## src/rtl/cirq_pkg.sv

```systemverilog
// Purpose: Constants for the core interrupt request and masking logic
// Assumes: 20 MHz core clock, 16-bit register port
// Notes:   Offsets are word indices on the plain register port
package cirq_pkg;
   // Register offsets
   localparam logic [3:0] OFS_STATE   = 4'h0; // Processor state: mask, flags, enable
   localparam logic [3:0] OFS_REASON  = 4'h1; // Exception reason: pending bits
   localparam logic [3:0] OFS_COUNT   = 4'h2; // Free-running tick counter
   localparam logic [3:0] OFS_MATCH   = 4'h3; // Match value
   localparam logic [3:0] OFS_EVSTAT  = 4'h4; // Sticky event status, write one to clear
   localparam logic [3:0] OFS_EVMASK  = 4'h5; // Event interrupt mask
   // Field positions in state register
   localparam int POS_ENABLE  = 0;
   localparam int POS_EXCLVL  = 1;
   localparam int POS_ERRLVL  = 2;
   localparam int POS_MASKLO  = 8;
   // Field positions in reason register
   localparam int POS_PENDLO  = 8;
   localparam int POS_HWLO    = 10;
   localparam int POS_TIMER   = 15;
   // Event status bits
   localparam int EV_CORE     = 0;
   localparam int EV_NMI      = 1;
   localparam int EV_TIMER    = 2;
   // Reset values
   localparam logic [15:0] RST_STATE  = 16'h0004; // Error level set after reset
   localparam logic [1:0]  RST_SOFT   = 2'h0;
   localparam logic [15:0] RST_COUNT  = 16'h0000;
   localparam logic [15:0] RST_MATCH  = 16'hffff;
   localparam logic [2:0]  RST_EV     = 3'h0;
   localparam int          NUM_HW     = 5;
   // Unused register answer
   localparam logic [15:0] RD_UNMAPPED = 16'h0000;
endpackage

```

## src/rtl/cirq_core.sv

```systemverilog
// Purpose: Core interrupt request latch, pending bits and masking into one core interrupt
// Assumes: hwReq and nmiRaw synchronous to clk; nmiRaw active low at the pin
// Notes:   Pending bits, masks and level bits gate one core interrupt line
// Notes on behaviour
// - Taken non-maskable request redirects fetch to reset vector
// - Sample non-maskable input every rising clock edge
// - Inverted registered sample is the internal request
// - Non-maskable acts only while pipeline runs
// - No enable or mask blocks non-maskable request
// - Five hardware lines; top line never asserted
// - Hardware lines masked by bits 6..2, enable, levels
// - Software pending bits change only by writes
// - Software bits masked by bits 1..0, enable, levels
// - Counter equal to match sets timer pending
// - Timer masked by bit 7, enable, levels
// - Timer pending readable at reason bit 15
// - Hardware lines readable at reason bits 10..14
// - AND pending with mask, OR the eight
// - AND combined request with global enable
// - Exception level also gates core interrupt
// - Enable clear blocks the core interrupt only; reset, non-maskable and event interrupt pass
`timescale 1ns/10ps
`default_nettype none
module cirq_core
   import cirq_pkg::*;
(
   // Clock and reset
   input  wire logic        clk,
   input  wire logic        rst,
   // Register port
   input  wire logic [3:0]  regAddr,
   input  wire logic [15:0] regWrData,
   input  wire logic        regWr,
   input  wire logic        regRd,
   output logic      [15:0] regRdData,
   // Request sources
   input  wire logic        nmiRaw_n,
   input  wire logic [4:0]  hwReq,
   input  wire logic        pipeRun,
   input  wire logic        excTaken,
   // Core side
   output logic             coreIrq,
   output logic             nmiReq,
   output logic             fetchReset,
   output logic             eventIrq
);
   logic [15:0] stateReg;
   logic [1:0]  softReg;
   logic        timerReg;
   logic [15:0] countReg;
   logic [15:0] matchReg;
   logic [2:0]  evStatReg;
   logic [2:0]  evMaskReg;
   logic        nmiSampleReg;
   logic        nmiSeenReg;
   logic [7:0]  pending;
   logic [15:0] reasonView;
   logic        maskedAny;
   logic        timerHit;
   logic        fetchReset_next;
   logic [2:0]  evSet;

   // Decode a write strobe to one offset by address compare
   function automatic logic wrHit(input logic [3:0] a, input logic [3:0] ofs, input logic w);
      wrHit = w && (a == ofs);
   endfunction

   // Pending vector; top hardware line kept for reading but source never drives it
   assign pending = {timerReg, hwReq, softReg};
   assign reasonView = {pending, 8'h00};
   assign timerHit = (countReg == matchReg);

   // Per-source gating then global gating; exception and error level hold the core off
   assign maskedAny = |(pending & stateReg[POS_MASKLO +: 8]);
   assign coreIrq = maskedAny & stateReg[POS_ENABLE] & ~stateReg[POS_EXCLVL] & ~stateReg[POS_ERRLVL];

   // Internal non-maskable request is the inverted sample, bypassing all gating
   assign nmiReq = ~nmiSampleReg;

   // Redirect only while pipeline runs and on a fresh request
   assign fetchReset_next = nmiReq & pipeRun & ~nmiSeenReg;

   // Non-maskable sampler
   always_ff @(posedge clk) begin
      if (rst) begin
         nmiSampleReg <= 1'b1;
      end else begin
         nmiSampleReg <= nmiRaw_n;
      end
   end

   // Redirect pulse and one-shot tracking; request held while stalled waits
   always_ff @(posedge clk) begin
      if (rst) begin
         fetchReset <= 1'b0;
         nmiSeenReg <= 1'b0;
      end else begin
         fetchReset <= fetchReset_next;
         if (!nmiReq) begin
            nmiSeenReg <= 1'b0;
         end else if (fetchReset_next) begin
            nmiSeenReg <= 1'b1;
         end
      end
   end

   // State register; exception taken raises exception level
   always_ff @(posedge clk) begin
      if (rst) begin
         stateReg <= RST_STATE;
      end else if (wrHit(regAddr, OFS_STATE, regWr)) begin
         stateReg <= regWrData;
      end else if (excTaken) begin
         stateReg[POS_EXCLVL] <= 1'b1;
      end
   end

   // Software pending bits; only writes touch them
   always_ff @(posedge clk) begin
      if (rst) begin
         softReg <= RST_SOFT;
      end else if (wrHit(regAddr, OFS_REASON, regWr)) begin
         softReg <= regWrData[POS_PENDLO +: 2];
      end
   end

   // Timer pending: match sets it, a match-value write clears it; set wins
   always_ff @(posedge clk) begin
      if (rst) begin
         timerReg <= 1'b0;
      end else if (timerHit) begin
         timerReg <= 1'b1;
      end else if (wrHit(regAddr, OFS_MATCH, regWr)) begin
         timerReg <= 1'b0;
      end
   end

   // Free-running counter, writable
   always_ff @(posedge clk) begin
      if (rst) begin
         countReg <= RST_COUNT;
      end else if (wrHit(regAddr, OFS_COUNT, regWr)) begin
         countReg <= regWrData;
      end else begin
         countReg <= countReg + 16'h0001;
      end
   end

   // Match value
   always_ff @(posedge clk) begin
      if (rst) begin
         matchReg <= RST_MATCH;
      end else if (wrHit(regAddr, OFS_MATCH, regWr)) begin
         matchReg <= regWrData;
      end
   end

   // Sticky event status; a new event beats a same-cycle clear
   assign evSet = {timerHit, fetchReset_next, coreIrq};
   always_ff @(posedge clk) begin
      if (rst) begin
         evStatReg <= RST_EV;
      end else if (wrHit(regAddr, OFS_EVSTAT, regWr)) begin
         evStatReg <= (evStatReg & ~regWrData[2:0]) | evSet;
      end else begin
         evStatReg <= evStatReg | evSet;
      end
   end

   // Event mask
   always_ff @(posedge clk) begin
      if (rst) begin
         evMaskReg <= RST_EV;
      end else if (wrHit(regAddr, OFS_EVMASK, regWr)) begin
         evMaskReg <= regWrData[2:0];
      end
   end

   assign eventIrq = |(evStatReg & evMaskReg);

   // Read data, one cycle after the strobe
   always_ff @(posedge clk) begin
      if (rst) begin
         regRdData <= 16'h0000;
      end else if (regRd) begin
         if (regAddr == OFS_STATE) begin
            regRdData <= stateReg;
         end else if (regAddr == OFS_REASON) begin
            regRdData <= reasonView;
         end else if (regAddr == OFS_COUNT) begin
            regRdData <= countReg;
         end else if (regAddr == OFS_MATCH) begin
            regRdData <= matchReg;
         end else if (regAddr == OFS_EVSTAT) begin
            regRdData <= {13'h0000, evStatReg};
         end else if (regAddr == OFS_EVMASK) begin
            regRdData <= {13'h0000, evMaskReg};
         end else begin
            regRdData <= RD_UNMAPPED;
         end
      end else begin
         regRdData <= 16'h0000;
      end
   end

   // Checks
   property p_nmiSample;
      @(posedge clk) disable iff (rst) nmiReq == !$past(nmiRaw_n);
   endproperty
   a_nmiSample: assert property (p_nmiSample) else $error("nmi sample wrong");

   property p_nmiStall;
      @(posedge clk) disable iff (rst) !pipeRun |=> !fetchReset;
   endproperty
   a_nmiStall: assert property (p_nmiStall) else $error("nmi acted while stalled");

   property p_nmiGo;
      @(posedge clk) disable iff (rst) (nmiReq && pipeRun && !nmiSeenReg) |=> fetchReset;
   endproperty
   a_nmiGo: assert property (p_nmiGo) else $error("nmi not redirected");

   property p_softHold;
      @(posedge clk) disable iff (rst) !(regWr && regAddr == OFS_REASON) |=> $stable(softReg);
   endproperty
   a_softHold: assert property (p_softHold) else $error("soft bit changed by hw");

   property p_timerSet;
      @(posedge clk) disable iff (rst) (countReg == matchReg) |=> reasonView[POS_TIMER];
   endproperty
   a_timerSet: assert property (p_timerSet) else $error("timer pending not set");

   property p_hwView;
      @(posedge clk) disable iff (rst) reasonView[POS_HWLO +: NUM_HW] == hwReq;
   endproperty
   a_hwView: assert property (p_hwView) else $error("hw lines not visible");

   property p_gate;
      @(posedge clk) disable iff (rst) coreIrq |-> (stateReg[POS_ENABLE] && !stateReg[POS_EXCLVL]
                                                   && |(pending & stateReg[15:8]));
   endproperty
   a_gate: assert property (p_gate) else $error("core irq ungated");

   property p_level;
      @(posedge clk) disable iff (rst) (stateReg == $past(stateReg) && pending == $past(pending)
                                        && $past(coreIrq)) |-> coreIrq;
   endproperty
   a_level: assert property (p_level) else $error("core irq dropped");

   // Redirect is a single pulse, rearms on release, and a stalled request is kept
   property p_nmiPulse;
      @(posedge clk) disable iff (rst) fetchReset |=> !fetchReset;
   endproperty
   a_nmiPulse: assert property (p_nmiPulse) else $error("redirect pulse too long");

   property p_nmiRearm;
      @(posedge clk) disable iff (rst) !nmiReq |=> !nmiSeenReg;
   endproperty
   a_nmiRearm: assert property (p_nmiRearm) else $error("nmi not rearmed");

   property p_nmiWait;
      @(posedge clk) disable iff (rst) (nmiReq && !nmiSeenReg && !pipeRun) |=> !nmiSeenReg;
   endproperty
   a_nmiWait: assert property (p_nmiWait) else $error("stalled nmi lost");

   // Open paths must reach the core; the gate check above alone would pass a stuck-low output
   property p_errGate;
      @(posedge clk) disable iff (rst) stateReg[POS_ERRLVL] |-> !coreIrq;
   endproperty
   a_errGate: assert property (p_errGate) else $error("error level did not block");

   property p_softOpen;
      @(posedge clk) disable iff (rst) (softReg[0] && stateReg[POS_MASKLO] && stateReg[POS_ENABLE]
                                        && !stateReg[POS_EXCLVL] && !stateReg[POS_ERRLVL]) |-> coreIrq;
   endproperty
   a_softOpen: assert property (p_softOpen) else $error("open soft request lost");

   property p_hwOpen;
      @(posedge clk) disable iff (rst) (|(hwReq & stateReg[POS_MASKLO + 2 +: NUM_HW]) && stateReg[POS_ENABLE]
                                        && !stateReg[POS_EXCLVL] && !stateReg[POS_ERRLVL]) |-> coreIrq;
   endproperty
   a_hwOpen: assert property (p_hwOpen) else $error("open hw request lost");

   property p_timerOpen;
      @(posedge clk) disable iff (rst) (timerReg && stateReg[POS_MASKLO + 7] && stateReg[POS_ENABLE]
                                        && !stateReg[POS_EXCLVL] && !stateReg[POS_ERRLVL]) |-> coreIrq;
   endproperty
   a_timerOpen: assert property (p_timerOpen) else $error("open timer request lost");

   property p_exlSet;
      @(posedge clk) disable iff (rst) (excTaken && !(regWr && regAddr == OFS_STATE)) |=> stateReg[POS_EXCLVL];
   endproperty
   a_exlSet: assert property (p_exlSet) else $error("exception level not raised");

   // Register writes land in the following cycle
   property p_stateWrite;
      @(posedge clk) disable iff (rst) (regWr && regAddr == OFS_STATE) |=> stateReg == $past(regWrData);
   endproperty
   a_stateWrite: assert property (p_stateWrite) else $error("state write lost");

   property p_softWrite;
      @(posedge clk) disable iff (rst) (regWr && regAddr == OFS_REASON) |=> softReg == $past(regWrData[POS_PENDLO +: 2]);
   endproperty
   a_softWrite: assert property (p_softWrite) else $error("soft write lost");

   property p_timerHold;
      @(posedge clk) disable iff (rst) (timerReg && !(regWr && regAddr == OFS_MATCH)) |=> timerReg;
   endproperty
   a_timerHold: assert property (p_timerHold) else $error("timer pending dropped");

   property p_timerClr;
      @(posedge clk) disable iff (rst) (regWr && regAddr == OFS_MATCH && countReg != matchReg) |=> !timerReg;
   endproperty
   a_timerClr: assert property (p_timerClr) else $error("timer pending not cleared");

   // Guarded by the sampled reset so the attempt at the releasing edge stays vacuous
   property p_countRun;
      @(posedge clk) disable iff (rst) (!rst && !(regWr && regAddr == OFS_COUNT))
                                       |=> countReg == $past(countReg) + 16'h0001;
   endproperty
   a_countRun: assert property (p_countRun) else $error("counter stalled");

   property p_countWrite;
      @(posedge clk) disable iff (rst) (regWr && regAddr == OFS_COUNT) |=> countReg == $past(regWrData);
   endproperty
   a_countWrite: assert property (p_countWrite) else $error("counter write lost");

   property p_matchWrite;
      @(posedge clk) disable iff (rst) (regWr && regAddr == OFS_MATCH) |=> matchReg == $past(regWrData);
   endproperty
   a_matchWrite: assert property (p_matchWrite) else $error("match write lost");

   // Event status keeps its bits until a one is written over them
   property p_evSticky;
      @(posedge clk) disable iff (rst) !(regWr && regAddr == OFS_EVSTAT)
                                       |=> (evStatReg & $past(evStatReg)) == $past(evStatReg);
   endproperty
   a_evSticky: assert property (p_evSticky) else $error("event bit lost");

   property p_evNmi;
      @(posedge clk) disable iff (rst) fetchReset_next |=> evStatReg[EV_NMI];
   endproperty
   a_evNmi: assert property (p_evNmi) else $error("redirect event not recorded");

   property p_evClear;
      @(posedge clk) disable iff (rst) (regWr && regAddr == OFS_EVSTAT && regWrData[EV_NMI] && !fetchReset_next)
                                       |=> !evStatReg[EV_NMI];
   endproperty
   a_evClear: assert property (p_evClear) else $error("event bit not cleared");

   property p_evMaskWrite;
      @(posedge clk) disable iff (rst) (regWr && regAddr == OFS_EVMASK) |=> evMaskReg == $past(regWrData[2:0]);
   endproperty
   a_evMaskWrite: assert property (p_evMaskWrite) else $error("event mask write lost");

   // Read data stands only in the cycle after the strobe
   property p_rdIdle;
      @(posedge clk) disable iff (rst) !regRd |=> regRdData == 16'h0000;
   endproperty
   a_rdIdle: assert property (p_rdIdle) else $error("read data not idle");

   property p_rdState;
      @(posedge clk) disable iff (rst) (regRd && regAddr == OFS_STATE) |=> regRdData == $past(stateReg);
   endproperty
   a_rdState: assert property (p_rdState) else $error("state read wrong");

   property p_rdReason;
      @(posedge clk) disable iff (rst) (regRd && regAddr == OFS_REASON) |=> regRdData == $past(reasonView);
   endproperty
   a_rdReason: assert property (p_rdReason) else $error("reason read wrong");

   property p_rdUnmapped;
      @(posedge clk) disable iff (rst) (regRd && regAddr > OFS_EVMASK) |=> regRdData == RD_UNMAPPED;
   endproperty
   a_rdUnmapped: assert property (p_rdUnmapped) else $error("unmapped read not zero");

   c_nmi: cover property (@(posedge clk) disable iff (rst) fetchReset);
   c_timer: cover property (@(posedge clk) disable iff (rst) timerReg && coreIrq);
   c_soft: cover property (@(posedge clk) disable iff (rst) softReg[0] && coreIrq);
   c_hwIrq: cover property (@(posedge clk) disable iff (rst) |(hwReq & stateReg[POS_MASKLO + 2 +: NUM_HW]) && coreIrq);
   c_event: cover property (@(posedge clk) disable iff (rst) eventIrq);
endmodule
`default_nettype wire

```

## config.mk

```make
export PLATFORM = sky130hd
export DESIGN_NAME = cirq_core
export DESIGN_NICKNAME = d
export VERILOG_FILES = /design/src/rtl/cirq_pkg.sv /design/src/rtl/cirq_core.sv
export SDC_FILE = /design/constraint.sdc
export NUM_CORES = 1
export LEC_CHECK = 0
export BUFFER_PORTS_ARGS = -buffer_cell sky130_fd_sc_hd__buf_2
export CORE_UTILIZATION = 51
export DETAILED_ROUTE_END_ITERATION = 12
export PLACE_DENSITY = 0.74
export SLEW_MARGIN = 20
export SYNTH_ARGS = -nofsm -noshare
export SYNTH_HDL_FRONTEND = slang
export SYNTH_SLANG_ARGS = --single-unit
export TNS_END_PERCENT = 30
```

## constraint.sdc

```tcl
create_clock -name clk -period 1.67 [get_ports clk]
set_input_delay 0.501 -clock clk [delete_from_list [all_inputs] [get_ports clk]]
set_output_delay 0.501 -clock clk [all_outputs]
set_load 0.03 [all_outputs]
```

Word level (Yosys, flattened, before mapping)
Cells that the tools add are included.
{"block": "totals", "reg_bits": 76}
{"block": "op_classes", "reduce_logical": 13, "eq_ne": 6, "add_sub_neg": 1, "bitwise": 16, "n_mux": 12}
{"cell": "$mux 16", "count": 5}
{"cell": "$add 16x1->16 const B", "count": 1}
{"cell": "$eq 16x16->1", "count": 1}
{"cell": "$mux 3", "count": 3}
{"cell": "$and 8x8->8", "count": 1}
{"cell": "$eq 4x2->1 const B", "count": 2}
{"cell": "$eq 4x3->1 const B", "count": 2}
{"cell": "$reduce_or 8->1", "count": 1}
{"cell": "$and 3x3->3", "count": 2}
{"cell": "$logic_and 1x1->1", "count": 6}
{"cell": "$or 3x3->3", "count": 2}
{"cell": "$and 1x1->1", "count": 5}
{"cell": "$not 1->1", "count": 5}
{"cell": "$eq 4x1->1 const B", "count": 1}
{"cell": "$logic_not 4->1", "count": 1}
{"cell": "$mux 1", "count": 4}
{"cell": "$reduce_bool 2->1", "count": 2}
{"cell": "$reduce_or 2->1", "count": 2}
{"cell": "$not 3->3", "count": 1}
{"cell": "$reduce_or 3->1", "count": 1}

Longest topological paths before layout
Gate-level depths: netlist of run 1.
{"block": "logic_depth", "word_depth": 7, "ltp_mapped": 7, "depth_no_buf": 5}

Worst setup path before layout of run 1
OpenSTA, ideal clock, no wires.
{"block": "synth_path", "path_kind": "input to register", "from": "input regAddr[3]", "to": "register matchReg[1]", "t_required_ns": 1.605, "cell_stages": 7, "t_arrival_ns": 1.667, "setup_slack_ns": -0.062, "cell_sequence": "clkbuf_1 > or3b_1 > clkbuf_1 > nor2_2 > buf_2 > nand2_1 > nand3_1"}
{"block": "synth_via", "elab_chain_len": 2}
{"element": "start: declaration", "line": "cirq_core.sv:31", "source": "input wire logic [3:0] regAddr,"}
{"element": "$eq 4x2->1", "line": "cirq_core.sv:65", "source": "wrHit = w && (a == ofs);"}
{"element": "$logic_and 1x1->1", "line": "cirq_core.sv:65"}
{"element": "end signal: assignment", "line": "cirq_core.sv:154", "source": "matchReg <= regWrData;"}
{"element": "end: declaration", "line": "cirq_core.sv:51", "source": "logic [15:0] matchReg;"}
Every way passes these cells.
A chain may end at the register's enable or synchronous reset.

Final worst setup path of run 1
{"block": "layout_path", "from": "register stateReg[15]", "to": "output coreIrq"}
{"block": "layout_via", "elab_chain_len": 5}
{"element": "start: declaration", "line": "cirq_core.sv:47", "source": "logic [15:0] stateReg;"}
{"element": "start signal: assignment", "line": "cirq_core.sv:112", "source": "stateReg <= regWrData;"}
{"element": "$and 8x8->8", "line": "cirq_core.sv:74", "source": "assign maskedAny = |(pending & stateReg[POS_MASKLO +: 8]);"}
{"element": "$reduce_or 8->1", "line": "cirq_core.sv:74"}
{"element": "$and 1x1->1 (3 in a row)", "line": "cirq_core.sv:75", "source": "assign coreIrq = maskedAny & stateReg[POS_ENABLE] & ~stateReg[POS_EXCLVL] & ~stateReg[POS_ERRLVL];"}
{"element": "end: declaration", "line": "cirq_core.sv:42", "source": "output logic coreIrq,"}
Every way passes these cells.

==> results of run 1 <==
-- power groups by stage --
stage | Clock (mW) | Combinational, mW | Sequential (mW)
2_1_floorplan | 0 | 0.203 | 1.93
3_3_place_gp | 0 | 0.357 | 1.93
3_5_place_dp | 0 | 0.363 | 1.93
4_1_cts | 1.54 | 0.366 | 1.89
5_1_grt | 1.64 | 0.401 | 1.89
6_report | 1.53 | 0.371 | 1.89
-- per-stage QoR --
step / setup TNS (ps) / utilization / worst slack (ps) / instances
3_3_place_gp: -161.8 / 0.6117 / -131.1 / 569
5_1_grt: -411.6 / 0.6498 / -223.0 / 585
2_1_floorplan: -673.2 / - / -47.85 / 425
6_report: -296.8 / 0.6498 / -176.0 / 585
3_5_place_dp: -464.4 / 0.6117 / -137.5 / 569
4_1_cts: -285.7 / 0.6476 / -175.0 / 585
-- flip-flops by register name, indices dropped and copies added, names as in the netlist --
| signal | flops |
|---|---|
| countReg | 16 |
| matchReg | 16 |
| regRdData | 16 |
| stateReg | 16 |
| evMaskReg | 3 |
| evStatReg | 3 |
| softReg | 2 |
| fetchReset | 1 |
| nmiSampleReg | 1 |
| nmiSeenReg | 1 |
| timerReg | 1 |
-- path summary, 6_finish.rpt --
| kind | startpoint | end |
|---|---|---|
| hold reg to reg | nmiSeenReg$_SDFFE_PP0P_ | fetchReset$_SDFF_PP0_ |
| setup reg to reg | countReg[7]$_SDFF_PP0_ | countReg[15]$_SDFF_PP0_ |
| hold / removal | nmiRaw_n | nmiSampleReg$_SDFF_PP1_ |
| setup / recovery | stateReg[15]$_SDFFE_PP0P_ | coreIrq |
-- cell families after synthesis --
kind of cell | after synthesis | synth area share
adders and majority gates | 1 | 0.003533
DFF | 76 | 0.4297
buffers and inverters | 39 | 0.04735
xor gates and xnor gates | 27 | 0.06679
muxes | 22 | 0.06219
and+or+nand+nor | 182 | 0.2463
AOI/OAI and AO/OA | 78 | 0.1442
-- final cells by class --
class / count / area (µm²)
Fill cell: 572 / 2366
Multi-Input combinational cell: 310 / 1882
Sequential cell: 76 / 1531
Timing Repair Buffer: 94 / 628.1
Clock buffer: 9 / 123.9
Tap cell: 80 / 100.1
Clock inverter: 7 / 91.34
Inverter: 9 / 33.78
-- per-layer routing --
layer / global-route usage / up-vias / wire, µm
met3: 0.05350 / 24 / 539
met5: 0 / - / 0
met4: 0.1273 / 0 / 311
li1: - / 1631 / -
met2: 0.4326 / 122 / 4389
met1: 0.3613 / 1575 / 4151
-- cell usage in the layout, fill, tap and decap left out, types with 2 or more instances in the layout --
master / n
nand3_2: 2
a22oi_2: 3
xor2_1: 21
dfxtp_2: 8
buf_6: 2
dfxtp_1: 68
or3_1: 4
o211ai_1: 3
o22a_1: 5
inv_1: 7
nand2b_1: 2
nor2b_1: 5
clkbuf_8: 9
nor4_1: 4
nor3_1: 7
a21oi_1: 20
o21ai_0: 14
nand4_1: 4
a22oi_1: 12
o22ai_1: 3
nand3_1: 29
nand4_2: 2
buf_4: 40
xnor2_1: 6
buf_2: 49
clkinv_2: 3
mux2i_1: 22
a211oi_1: 12
a311oi_1: 3
nand2_1: 71
nor2_1: 36
buf_12: 3
bufinv_16: 2
-- what timing repair did --
action                                  CTS  global route
resized for setup                        10             7
endpoints found under the setup margin    2             5
pin swaps                                 4             3
setup buffers                             0             0
==> flow_summary.ini, run 1 <==
[yosys]
ys.flop_type = dfxtp_1
yosysSeqAreaShare = 0.4297
yosys.area.top_type = dfxtp_1
synth_warnings = 0
syn_nets = 458
synth.most_common_cell = dfxtp_1
synthCells = 425
synth-async-reset-ratio = 0
yosysTopAreaCellShare = 0.4297
syn-cell-area_mm2 = 0.003541
synth.area.top_cells = dfxtp_1 43%, nand2_1 7.5%, mux2i_1 6.2%, xor2_1 5.2%, nand3_1 4.4%
yosys-top-cells-count = 76 x dfxtp_1, 71 x nand2_1, 36 x nor2_1, 31 x nand3_1, 22 x mux2i_1
yosys.cell_types.count = 47
syn_avg_cell_area_um2 = 8.332
synth_seq_cells = 76
synth_edf_count = 0

[detailed_routing]
vias_per_cell = 5.730
drc_errors = 0
routed_wl_um = 9391
drt_first_pass_iters = 5
drt_iter0_markers = 150
wire_per_inst_um = 16.05
vias = 3352
detail-route-antenna-nets = 0

[timing]
setup_viol = 2
fin_crit_ps = 1846
whs_ps = 335.6
relSlewSlack = 0.7617
drv_slew = 0
hold_viol = 0
finClkSkew_ps = 10.86
worst_pin_slew_ps = 352.5
fmax_ghz = 0.5417
fin_ws_ps = -176.0
finalCritPeriodShare = 1.105
rsz0062_at_grt = yes

[power]
power_density_mw_per_mm2 = 863.8
power_frac_seq = 0.498
swShare = 0.2509
leakage_nw = 1.802
power_switching_mw = 0.9515
total_power_mw = 3.792
clock_power_share = 0.404
power.internal_mw = 2.841
p_comb_frac = 0.098
ir_drop_mv = 0.5282

[flow_run]
cap_violations = 0

[critical_path]
end_kind = output pin
max_stage_delay_ps = 340
reg2regPathDepth = 4
cp.depth = 5
crit_slowest_cell = dfxtp_2
start_kind = flip-flop
cp.arrival_ps = 1350
worstPathRequired_ps = 1170
path_cells = a22oi_2 -> nand4_1 -> nand3_2 -> inv_2 -> buf_6
r2r_slack_ps = 110
criticalPathCategory = reg2out
cp_num_buf_inv = 2
path_max_fanout = 3
critPathTopFamily = flip-flops

[outcome]
status = finished, violations left
violations = setup timing

[final_layout]
fin_nets = 533
syn_to_final_growth_pct = 23.99
layout-drive-gt1-share = 0.2673
antenna_cells = 0
stdcell_area_mm2 = 0.004390

[cts]
cts_made_buffers = 9
cts_tree = done
cts_root_buf = clkbuf_8
clkLatencyLatePin_ps = 350
hold_buffers = 0
clk_pin_slew_worst_paths_ps = 80
htree_levels = 3
cts.path.max_buffers = 2
clock-sinks = 76

[grt]
grt_first_pass_wirelength_um = 15300
grt_pass1_vias = 3108
antenna_found_initial = 0
grt_overflow = 0
gr-usage-all-layers = 0.2734
grt_max_degree = 32

[floorplanning]
core_area_mm2 = 0.006756
fp-row-count = 30
die-area_mm2 = 0.007280
die_w_um = 85.33
io_pins = 52
die-height_um = 85.33
start_util = 0.5241

[placed_design]
place_area_mm2 = 0.004133
gp_congestion = 0.8602
port_buffers = 51
hpwl_um = 6669

[worst_hold_path]
worst_hold_path.num_cells = 2
hold_class = in2reg
(Power assumes the default switching activity.)
==> run 2: changes to the inputs <==
--- a/config.mk
+++ b/config.mk
@@ -5,6 +5,7 @@
 export SDC_FILE = /design/constraint.sdc
 export NUM_CORES = 1
 export LEC_CHECK = 0
+export ABC_AREA = 1
 export BUFFER_PORTS_ARGS = -buffer_cell sky130_fd_sc_hd__buf_2
 export CORE_UTILIZATION = 51
 export DETAILED_ROUTE_END_ITERATION = 12
==> constraint.sdc (replaced) <==
create_clock -name clk -period 1.5 [get_ports clk]
set_input_delay 0.45 -clock clk [delete_from_list [all_inputs] [get_ports clk]]
set_output_delay 0.45 -clock clk [all_outputs]
set_load 0.03 [all_outputs]
==> run 2 against run 1 <==
Against the previous run:
- clock skew barely moved
- first-iteration DRC count grew 36%
- worst hold slack worse by 61 ps
- sequential power grew 12%
- register-to-register slack worse by 250 ps
- die area increased by 2.7%
- non-clock buffer count shrank 1
- the flow still finishes with violations (setup timing)
==> flow_summary.ini, run 2 <==
[outcome]
violations = setup timing
status = finished, violations left

[power]
power_density_mw_per_mm2 = 912.4
swShare = 0.2466
power_frac_seq = 0.505
power.internal_mw = 3.139
power_switching_mw = 1.027
total_power_mw = 4.167
ir_drop_mv = 0.5374
leakage_nw = 2.207
clock_power_share = 0.400
p_comb_frac = 0.094

[grt]
antenna_found_initial = 0
grt_overflow = 0
gr-usage-all-layers = 0.2735
grt_pass1_vias = 3448
grt_first_pass_wirelength_um = 15700
grt_max_degree = 33

[final_layout]
syn_to_final_growth_pct = 25.56
final_common_cell = nand2_1
multi_input_area_mm2 = 0.001765
antenna_cells = 0
n_fill_cell = 595
seq_area_mm2 = 0.001540
final_cell_mix = 136 x nand2_1, 82 x inv_1, 63 x dfxtp_1, 59 x o21ai_0, 55 x a21oi_1
layout-drive-gt1-share = 0.2177
fin_nets = 672

[yosys]
yosysTopAreaCellShare = 0.4183
ys.flop_type = dfxtp_1
synth_seq_cells = 76
yosys.area.top_type = dfxtp_1
yosys-top-cells-count = 139 x nand2_1, 82 x inv_1, 76 x dfxtp_1, 59 x o21ai_0, 56 x a21oi_1
synth-async-reset-ratio = 0
syn_nets = 582
syn_avg_cell_area_um2 = 6.625
yosys.cell_types.count = 30
yosysSeqAreaShare = 0.4183
synthCells = 549
syn-cell-area_mm2 = 0.003637
synth.most_common_cell = nand2_1
synth_warnings = 0
synth_edf_count = 0
synth.area.top_cells = dfxtp_1 42%, nand2_1 14%, inv_1 8.5%, o21ai_0 8.1%, a21oi_1 7.7%

[cts]
cts.path.max_buffers = 2
cts_made_buffers = 9
cts_root_buf = clkbuf_8
cts_tree = done
hold_buffers = 0
clkLatencyLatePin_ps = 350
clk_pin_slew_worst_paths_ps = 80
htree_levels = 3
clock-sinks = 76

[timing]
whs_ps = 274.5
worst_pin_slew_ps = 271.8
finalCritPeriodShare = 1.212
finClkSkew_ps = 10.36
setup_viol = 3
fin_crit_ps = 1817
fin_ws_ps = -317.5
fmax_ghz = 0.5502
hold_viol = 0
relSlewSlack = 0.8186
drv_slew = 0
rsz0062_at_grt = yes

[critical_path]
reg2reg_to = evStatReg[0]$_SDFF_PP0_
cp.arrival_ps = 1370
cp_num_buf_inv = 2
start_kind = flip-flop
crit_slowest_cell = dfxtp_2
end_kind = output pin
worstPathRequired_ps = 1050
cp.depth = 7
r2r_slack_ps = -140
timing.rr.start = timerReg$_SDFFE_PP0P_
reg2regPathDepth = 13
path_max_fanout = 2
critPathTopFamily = simple AND/OR/NAND/NOR gates
path_cells = nand2_2 -> nand3_2 -> nor2_2 -> nand4_1 -> nand2_1 -> inv_1 -> buf_6
max_stage_delay_ps = 340
criticalPathCategory = reg2out

[worst_hold_path]
hold_start = nmiRaw_n
worst_hold_path.num_cells = 2
hold_end = nmiSampleReg$_SDFF_PP1_
hold_class = in2reg

[floorplanning]
fp-row-count = 30
die-area_mm2 = 0.007474
io_pins = 52
core_area_mm2 = 0.006832
die_w_um = 86.45
start_util = 0.5324
die-height_um = 86.45

[detailed_routing]
drt_first_pass_iters = 4
vias_per_cell = 5.207
drt_iter0_markers = 204
routed_wl_um = 9862
wire_per_inst_um = 13.35
vias = 3848
drc_errors = 0
detail-route-antenna-nets = 0

[placed_design]
port_buffers = 51
gp_congestion = 0.9215
hpwl_um = 7001

[flow_run]
cap_violations = 0
## run 2: cell count changes in the layout (fill, tap and decap cells not counted), sizes merged, moves of 4 or more
cell / previous run / this run
inv: 8 / 84
nand2: 71 / 142
o21ai: 14 / 59
a21oi: 20 / 56
mux2i: 22 / 0
xor2: 21 / 2
a22oi: 15 / 0
nor2: 37 / 52
a211oi: 12 / 4
nor2b: 5 / 0
nor4: 5 / 0
o22a: 5 / 0
xnor2: 6 / 1
or3: 4 / 0
## run 2: cell families (layout without fill, tap and decap cells)
family                   after synthesis  count (layout)  synth area share
adder cells (fa/ha/maj)                1               1          0.003439
AO/OA/AOI/OAI                        128             128            0.1834
flip-flops                            76              76            0.4183
buffers and inverters                 98             192            0.1073
XOR/XNOR                               3               3          0.007225
AND/OR/NAND/NOR                      243             243            0.2804
## run 2: metrics by stage
stage	worst slack, ps	setup TNS [ps]	cell area (µm²)	util	std cells
global placement	-177.2	-1255	4200	0.6148	715
global route	-354.6	-623.5	4567	0.6685	739
finish	-317.5	-490.5	4567	0.6685	739
floorplan	38.43	0	3637	-	549
CTS	-333.1	-714.3	4487	0.6568	739
detailed placement	-189.3	-2844	4200	0.6148	715
## run 2: worst max-delay path by stage
stage                          startpoint                       to
floorplan                      regAddr[2]  countReg[11]$_SDFF_PP0_
global placement                 hwReq[4]                  coreIrq
detailed placement               hwReq[4]                  coreIrq
CTS                 timerReg$_SDFFE_PP0P_                  coreIrq
global route        timerReg$_SDFFE_PP0P_                  coreIrq
finish              timerReg$_SDFFE_PP0P_                  coreIrq
## run 2: final cells by class
cell class / count / share of cell area
Clock buffer: 10 / 0.02795
Clock inverter: 5 / 0.01699
Inverter: 84 / 0.06959
Multi-Input combinational cell: 375 / 0.3866
Sequential cell: 76 / 0.3373
Tap cell: 96 / 0.02630
Timing Repair Buffer: 93 / 0.1353
## run 2: power groups by stage
stage               Combinational, mW  Clock, mW  Sequential [mW]
floorplan                       0.195          0             2.16
global placement                0.375          0             2.14
detailed placement              0.381          0             2.15
CTS                             0.384       1.70             2.10
global route                    0.439       1.78             2.11
finish                          0.394       1.67             2.11
## run 2: what timing repair did
action,CTS,global route
gates resized for setup,7,27
pin swaps,4,5
buffers inserted,9,1
endpoints found under the setup margin,2,9
## run 2: layer usage
layer / global-route usage / routed length [µm]
met4: 0.09545 / 142
met3: 0.06857 / 696
met5: 0 / 0
met2: 0.4610 / 4769
met1: 0.3401 / 4253
